## src/scal_pkg.sv

```systemverilog
// Purpose: constants and carriers of the switch configuration and address loader
// Assumes: nrst is the power-on reset; a power cycle always asserts it
// Notes:   switch inputs are active high, 1 = switch ON
//
// What this block does
// - Switch positions are captured once after power-up and later changes are ignored.
// - The output fault action applies while the link reports an error or the master idles.
// - First bank switch 1 off clears all outputs on fault, on holds their last value.
// - A configuration parameter can disable the hold switch, which then reads as off.
// - Second bank value N of 1 to 254 gives static address 136.129.2.N, mask 255.255.0.0.
// - Second bank all on selects DHCP mode and the address is requested from a server.
// - An address obtained in DHCP mode is never kept across power loss.
// - Second bank all off selects remote mode, which obeys enable and disable DHCP commands.
// - Remote mode with DHCP enabled and a valid retained record requests a fresh address at every power-up.
// - Remote mode with DHCP disabled stops requesting and keeps the stored address.
// - All switches off is the shipped state: outputs cleared on fault, remote mode.
package scal_pkg;

    // ------------------------------------------------------------
    // Widths and fixed values
    // ------------------------------------------------------------
    localparam int          SW_W          = 8;
    localparam int          OUT_W         = 32;
    localparam int          HOLD_SW_POS   = 0;
    localparam logic [7:0]  SW_ALL_ON     = 8'hFF;
    localparam logic [7:0]  SW_ALL_OFF    = 8'h00;
    localparam logic [23:0] STATIC_NET_HI = 24'h888102;
    localparam logic [31:0] STATIC_MASK   = 32'hFFFF0000;
    localparam logic [31:0] RST_ADDR      = 32'h00000000;
    localparam logic [31:0] RST_OUT       = 32'h00000000;

    // ------------------------------------------------------------
    // Types
    // ------------------------------------------------------------
    typedef enum logic [1:0] {
        SCAL_MODE_STATIC = 2'b00,
        SCAL_MODE_DHCP   = 2'b01,
        SCAL_MODE_REMOTE = 2'b10
    } scal_mode_t;

    typedef enum logic [0:0] {
        SCAL_ST_SAMPLE = 1'b0,
        SCAL_ST_RUN    = 1'b1
    } scal_state_t;

    typedef struct packed {
        logic        valid;
        logic [31:0] addr;
        logic [31:0] mask;
    } scal_lease_t;

    typedef struct packed {
        logic        valid;
        logic        dhcp_en;
        logic [31:0] addr;
        logic [31:0] mask;
    } scal_nv_t;

endpackage

```

## src/scal_loader.sv

```systemverilog
// Purpose: power-up switch capture, output fault action and network address selection
// Assumes: all inputs synchronous to core_clk; nv_load holds the retained record at reset release
// Notes:   nv_store is a one-cycle write of the record to be retained across power cycles
module scal_loader (
    input  wire logic                      core_clk,
    input  wire logic                      nrst,
    input  wire logic [scal_pkg::SW_W-1:0] first_switch_bank,
    input  wire logic [scal_pkg::SW_W-1:0] second_switch_bank,
    input  wire logic                      hold_param_en,
    input  wire logic                      link_comm_error,
    input  wire logic                      master_idle,
    input  wire logic [scal_pkg::OUT_W-1:0] out_request,
    input  wire logic                      cmd_dhcp_enable,
    input  wire logic                      cmd_dhcp_disable,
    input  scal_pkg::scal_lease_t          lease,
    input  scal_pkg::scal_nv_t             nv_load,
    output logic [scal_pkg::OUT_W-1:0]     out_drive,
    output logic [31:0]                    ip_addr,
    output logic [31:0]                    net_mask,
    output logic                           addr_valid,
    output scal_pkg::scal_mode_t           addr_mode,
    output logic                           dhcp_request,
    output logic                           fault_active,
    output scal_pkg::scal_nv_t             nv_store
);

    // ------------------------------------------------------------
    // Decode
    // ------------------------------------------------------------
    function automatic scal_pkg::scal_mode_t mode_of(input logic [7:0] sw);
        if (sw == scal_pkg::SW_ALL_ON) begin
            mode_of = scal_pkg::SCAL_MODE_DHCP;
        end else if (sw == scal_pkg::SW_ALL_OFF) begin
            mode_of = scal_pkg::SCAL_MODE_REMOTE;
        end else begin
            mode_of = scal_pkg::SCAL_MODE_STATIC;
        end
    endfunction

    function automatic logic [31:0] static_addr(input logic [7:0] sw);
        static_addr = {scal_pkg::STATIC_NET_HI, sw};
    endfunction

    scal_pkg::scal_state_t         state_q, state_d;
    scal_pkg::scal_mode_t          mode_q, mode_d;
    logic                          hold_sw_q, hold_sw_d;
    logic [7:0]                    sw2_q, sw2_d;
    logic                          dhcp_en_q, dhcp_en_d;
    logic                          req_q, req_d;
    logic [31:0]                   ip_q, ip_d;
    logic [31:0]                   mask_q, mask_d;
    logic                          valid_q, valid_d;
    logic [scal_pkg::OUT_W-1:0]    out_q, out_d;
    logic                          fault_q, fault_d;
    scal_pkg::scal_nv_t            nv_q, nv_d;
    logic                          run;
    logic                          fault_now;
    logic                          hold_eff;
    logic                          remote;
    logic                          take_lease;

    assign run        = (state_q == scal_pkg::SCAL_ST_RUN);
    assign fault_now  = link_comm_error | master_idle;
    assign hold_eff   = hold_sw_q & hold_param_en;
    assign remote     = (mode_q == scal_pkg::SCAL_MODE_REMOTE);
    assign take_lease = run & req_q & lease.valid;

    // ------------------------------------------------------------
    // Power-up capture and address selection
    // ------------------------------------------------------------
    always_comb begin
        state_d   = state_q;
        mode_d    = mode_q;
        hold_sw_d = hold_sw_q;
        sw2_d     = sw2_q;
        dhcp_en_d = dhcp_en_q;
        req_d     = req_q;
        ip_d      = ip_q;
        mask_d    = mask_q;
        valid_d   = valid_q;
        nv_d      = '0;
        case (state_q)
            scal_pkg::SCAL_ST_SAMPLE: begin
                // Only pass through here after a reset, so switches are read once
                state_d   = scal_pkg::SCAL_ST_RUN;
                hold_sw_d = first_switch_bank[scal_pkg::HOLD_SW_POS];
                sw2_d     = second_switch_bank;
                mode_d    = mode_of(second_switch_bank);
                case (mode_of(second_switch_bank))
                    scal_pkg::SCAL_MODE_STATIC: begin
                        ip_d    = static_addr(second_switch_bank);
                        mask_d  = scal_pkg::STATIC_MASK;
                        valid_d = 1'b1;
                    end
                    scal_pkg::SCAL_MODE_DHCP: begin
                        req_d = 1'b1;
                    end
                    scal_pkg::SCAL_MODE_REMOTE: begin
                        dhcp_en_d = nv_load.valid & nv_load.dhcp_en;
                        if (nv_load.valid && nv_load.dhcp_en) begin
                            req_d = 1'b1;
                        end else if (nv_load.valid) begin
                            ip_d    = nv_load.addr;
                            mask_d  = nv_load.mask;
                            valid_d = 1'b1;
                        end
                    end
                    default: begin
                        req_d = 1'b0;
                    end
                endcase
            end
            scal_pkg::SCAL_ST_RUN: begin
                if (take_lease) begin
                    ip_d    = lease.addr;
                    mask_d  = lease.mask;
                    valid_d = 1'b1;
                    req_d   = 1'b0;
                    // DHCP-mode leases are never written back
                    if (remote) begin
                        nv_d = '{valid: 1'b1, dhcp_en: 1'b1, addr: lease.addr,
                                 mask: lease.mask};
                    end
                end
                if (remote && cmd_dhcp_disable) begin
                    dhcp_en_d = 1'b0;
                    req_d     = 1'b0;
                    nv_d      = '{valid: valid_q, dhcp_en: 1'b0, addr: ip_q, mask: mask_q};
                end else if (remote && cmd_dhcp_enable) begin
                    dhcp_en_d = 1'b1;
                    req_d     = 1'b1;
                    nv_d      = '{valid: valid_q, dhcp_en: 1'b1, addr: ip_q, mask: mask_q};
                end
            end
            default: begin
                state_d = scal_pkg::SCAL_ST_SAMPLE;
            end
        endcase
    end

    // ------------------------------------------------------------
    // Output fault action
    // ------------------------------------------------------------
    always_comb begin
        fault_d = run & fault_now;
        if (!run) begin
            out_d = scal_pkg::RST_OUT;
        end else if (!fault_now) begin
            out_d = out_request;
        end else if (hold_eff) begin
            out_d = out_q;
        end else begin
            out_d = scal_pkg::RST_OUT;
        end
    end

    // Shipped all-off switches land here as clear-on-fault and remote mode
    always_ff @(posedge core_clk or negedge nrst) begin
        if (!nrst) begin
            state_q   <= scal_pkg::SCAL_ST_SAMPLE;
            mode_q    <= scal_pkg::SCAL_MODE_REMOTE;
            hold_sw_q <= 1'b0;
            sw2_q     <= scal_pkg::SW_ALL_OFF;
            dhcp_en_q <= 1'b0;
            req_q     <= 1'b0;
            ip_q      <= scal_pkg::RST_ADDR;
            mask_q    <= scal_pkg::RST_ADDR;
            valid_q   <= 1'b0;
            out_q     <= scal_pkg::RST_OUT;
            fault_q   <= 1'b0;
            nv_q      <= '0;
        end else begin
            state_q   <= state_d;
            mode_q    <= mode_d;
            hold_sw_q <= hold_sw_d;
            sw2_q     <= sw2_d;
            dhcp_en_q <= dhcp_en_d;
            req_q     <= req_d;
            ip_q      <= ip_d;
            mask_q    <= mask_d;
            valid_q   <= valid_d;
            out_q     <= out_d;
            fault_q   <= fault_d;
            nv_q      <= nv_d;
        end
    end

    assign out_drive    = out_q;
    assign ip_addr      = ip_q;
    assign net_mask     = mask_q;
    assign addr_valid   = valid_q;
    assign addr_mode    = mode_q;
    assign dhcp_request = req_q;
    assign fault_active = fault_q;
    assign nv_store     = nv_q;
endmodule

```

## config.mk

```make
export PLATFORM = sky130hd
export DESIGN_NAME = scal_loader
export DESIGN_NICKNAME = d
export VERILOG_FILES = /design/src/scal_pkg.sv /design/src/scal_loader.sv
export SDC_FILE = /design/constraint.sdc
export NUM_CORES = 1
export LEC_CHECK = 0
export ABC_AREA = 1
export ABC_CLOCK_PERIOD_IN_PS = 1900
export BUFFER_PORTS_ARGS = -buffer_cell sky130_fd_sc_hd__buf_2
export CORE_AREA = 2 2 147 149
export DETAILED_ROUTE_END_ITERATION = 8
export DIE_AREA = 0 0 149 151
export GPL_ROUTABILITY_DRIVEN = 0
export PLACE_DENSITY = 0.66
export REMOVE_ABC_BUFFERS = 1
export SLEW_MARGIN = 5
export SYNTH_ARGS = -nofsm -noshare
export SYNTH_HDL_FRONTEND = slang
export SYNTH_SLANG_ARGS = --single-unit
```

## constraint.sdc

```tcl
create_clock -name core_clk -period 1.9 [get_ports core_clk]
set_input_delay 0.38 -clock core_clk [delete_from_list [all_inputs] [get_ports core_clk]]
set_output_delay 0.38 -clock core_clk [all_outputs]
set_load 0.01 [all_outputs]
```

==> flow_summary.toml <==
[final_layout]
area_growth_pct = 34.7
layout_commonest_cell = "nand2_1"
instances_no_fill = 1561
fin_nets = 1458
final_cell_mix = "349 x nand2_1, 344 x buf_2, 167 x dfrtp_1"
fill_cells = 2044
utilization_pct = 49.3
drive_above_1_share_pct = 32.2

[clock_network]
cts_sinks = 169
clk_pin_slew_worst_paths_ns = 0.07
cts-root-buf = "clkbuf_16"
htreeDepth = 4
tritoncts = "done"
numCtsBuffers = 17
clock_path_buffers = 2
insertion_delay_ns = 0.42

[setup_path]
path_common_cell = "inv_1"
worstPathRequired_ns = 2.20
cp_slowest_cell = "dfstp_2"
worst-path-max-fanout = 19
cp_cell_sequence = "inv_1, nor2_1, nand2_1, nor2_2, inv_1, buf_4, o21ai_0"
reg2reg_slack_ns = 0.21
worstReg2RegEnd = "nv_store[61]"
rr_worst_depth = 7
worstReg2RegStart = "addr_mode[1]"
start_kind = "flop"
max_stage_delay_ns = 0.54
path_class = "flop to flop"
crit_arrival_ns = 2.00
critPathCaptureType = "flop"

[global_route]
first_global_vias = 7081
grt_max_degree = 78
grt_use_total_pct = 21.2
grt_pass1_wl_um = 37300
antenna_found_initial = 2
overflow = 0

[yosys]
ys_types = 23
netlist_area_um2 = 7620
ys_ff_latch = 169
synthCells = 944
ys_warn_count = 0
ys.flop_type = "dfrtp_1"
synth-edff-count = 0
synth-seq-area-share_pct = 55.5
ys_async_sr_fraction_pct = 100
syn_area_per_cell_um2 = 8.07

[die]
coreArea_um2 = 20800
die_area_um2 = 22500
start_util_pct = 36.6
ioPinCount = 353
die_w_um = 149
die_h_um = 151
num_rows = 53

[place]
portBuffers = 345
dp_hpwl_um = 17300
place_inst = 1527

[drt]
postRouteAntennaNets = 0
wl_per_cell_um = 15.8
drt-initial-drc-count = 310
routed_wl_um = 24700
num_vias = 7430
drt_pass1_iterations = 4
drc = 0
drt-vias-per-instance = 4.76

[sta]
finalSetupViolations = 0
max_freq_mhz = 591
maxSlewViolCount = 0
finalCriticalPeriod_ns = 1.69
finClkSkew_ns = 0.0139
finalHoldViolations = 0
fin_crit_sh_pct = 89.1
setup-tns-final_ns = 0
rsz0062_at_grt = "no"
whs_ns = 0.169

[power_and_ir_drop]
peakVddDrop_v = 0.000503
power_density_nw_per_um2 = 867
clock_power_share_pct = 39.9
p_switching_mw = 2.54
netSwitchingFraction_pct = 28.5
intPower_mw = 6.35
total_power_mw = 8.89
p_leak_nw = 5.69
p_seq_share_pct = 45.3
combPwrFrac_pct = 14.7

[hold_path]
hold_end = "nv_store[64]"
hold_class = "primary input to flop"
whs_path_depth = 2
hold_start = "cmd_dhcp_disable"

[run]
cap_violations = 0

[status]
status = "finished clean"
==> layout make-up <==
type | instances | area (um^2) | share of cell area, %
Antenna cell | 2 | 5.00 | 0.0488
Clock buffer | 18 | 439 | 4.28
Inverter | 49 | 185 | 1.80
Multi-Input combinational cell | 663 | 2840 | 27.7
Clock inverter | 13 | 159 | 1.55
Timing Repair Buffer | 372 | 2050 | 20.0
Sequential cell | 169 | 4230 | 41.3
Tap cell | 275 | 344 | 3.35
==> power by group through the flow <==
stage | Clock, mW | Sequential (mW) | Combinational, mW
after floorplan | 0 | 4.20 | 0.422
after global placement | 0 | 4.09 | 1.31
after detailed placement | 0 | 4.09 | 1.33
after CTS | 3.63 | 4.03 | 1.33
after global routing | 3.79 | 4.06 | 1.46
final | 3.55 | 4.03 | 1.31
==> stage by stage <==
step	worst slack [ns]	cell area (um^2)
floorplan	-3.92	7250
global placement	0.168	9650
detailed placement	0.123	9650
CTS	0.190	10300
global route	0.0687	10300
finish	0.207	10300
==> metal layers <==
layer  part of all wire [%]  global-route usage, %
met1                     42                   26.9
met2                     49                   35.7
met3                    7.5                   5.24
met4                    1.7                   7.00
met5                      0                      0
==> what timing repair did <==
action                                  CTS  global route
resized for setup                         0             0
endpoints found under the hold margin    33             0
hold buffers                              1             0
endpoints found under the setup margin    0             0
buffers inserted                          0             0
==> how the worst max path moves through the flow <==
stage                                startpoint      endpoint
after floorplan                             run    addr_valid
after global placement    second_switch_bank[4]   net_mask[8]
after detailed placement  second_switch_bank[4]    ip_addr[8]
after CTS                          addr_mode[1]  nv_store[61]
after global routing               addr_mode[1]  nv_store[21]
final                              addr_mode[1]  nv_store[61]
==> registers in the layout, indices dropped and copies added (netlist names) <==
signal        count
run               1
net_mask         32
hold_sw_q         1
fault_active      1
addr_mode         2
ip_addr          32
nv_store         66
addr_valid        1
out_drive        32
dhcp_request      1
==> critical path: cells and delay by family, from the launching register on <==
| family | cells | cell delay [ns] |
|---|---|---|
| buffers and inverters | 3 | 0.33 |
| AO/OA/AOI/OAI | 1 | 0.27 |
| flip-flops | 1 | 0.54 |
| AND/OR/NAND/NOR | 3 | 0.42 |
==> kinds of logic (layout without fill, tap and decap cells) <==
family,Yosys count,in the layout,share of synthesized area [%]
compound gates,108,108,7.39
flops,169,169,55.5
buf+inv,112,452,7.21
simple gates,554,554,29.8
other cells,1,3,0.0492
==> synthesized netlist by cell type (all sizes together), types with 8 or more instances <==
master  number  area share [%]
dfrtp      168              55
nand3      124             8.2
nand2      353              17
inv         49             2.4
buf         37             3.5
a21oi       22             1.4
o21ai       77             5.1
o21bai       8            0.79
nor2        75             3.9
clkbuf      26             1.3
No activity file was read; power rests on OpenSTA's default activity.
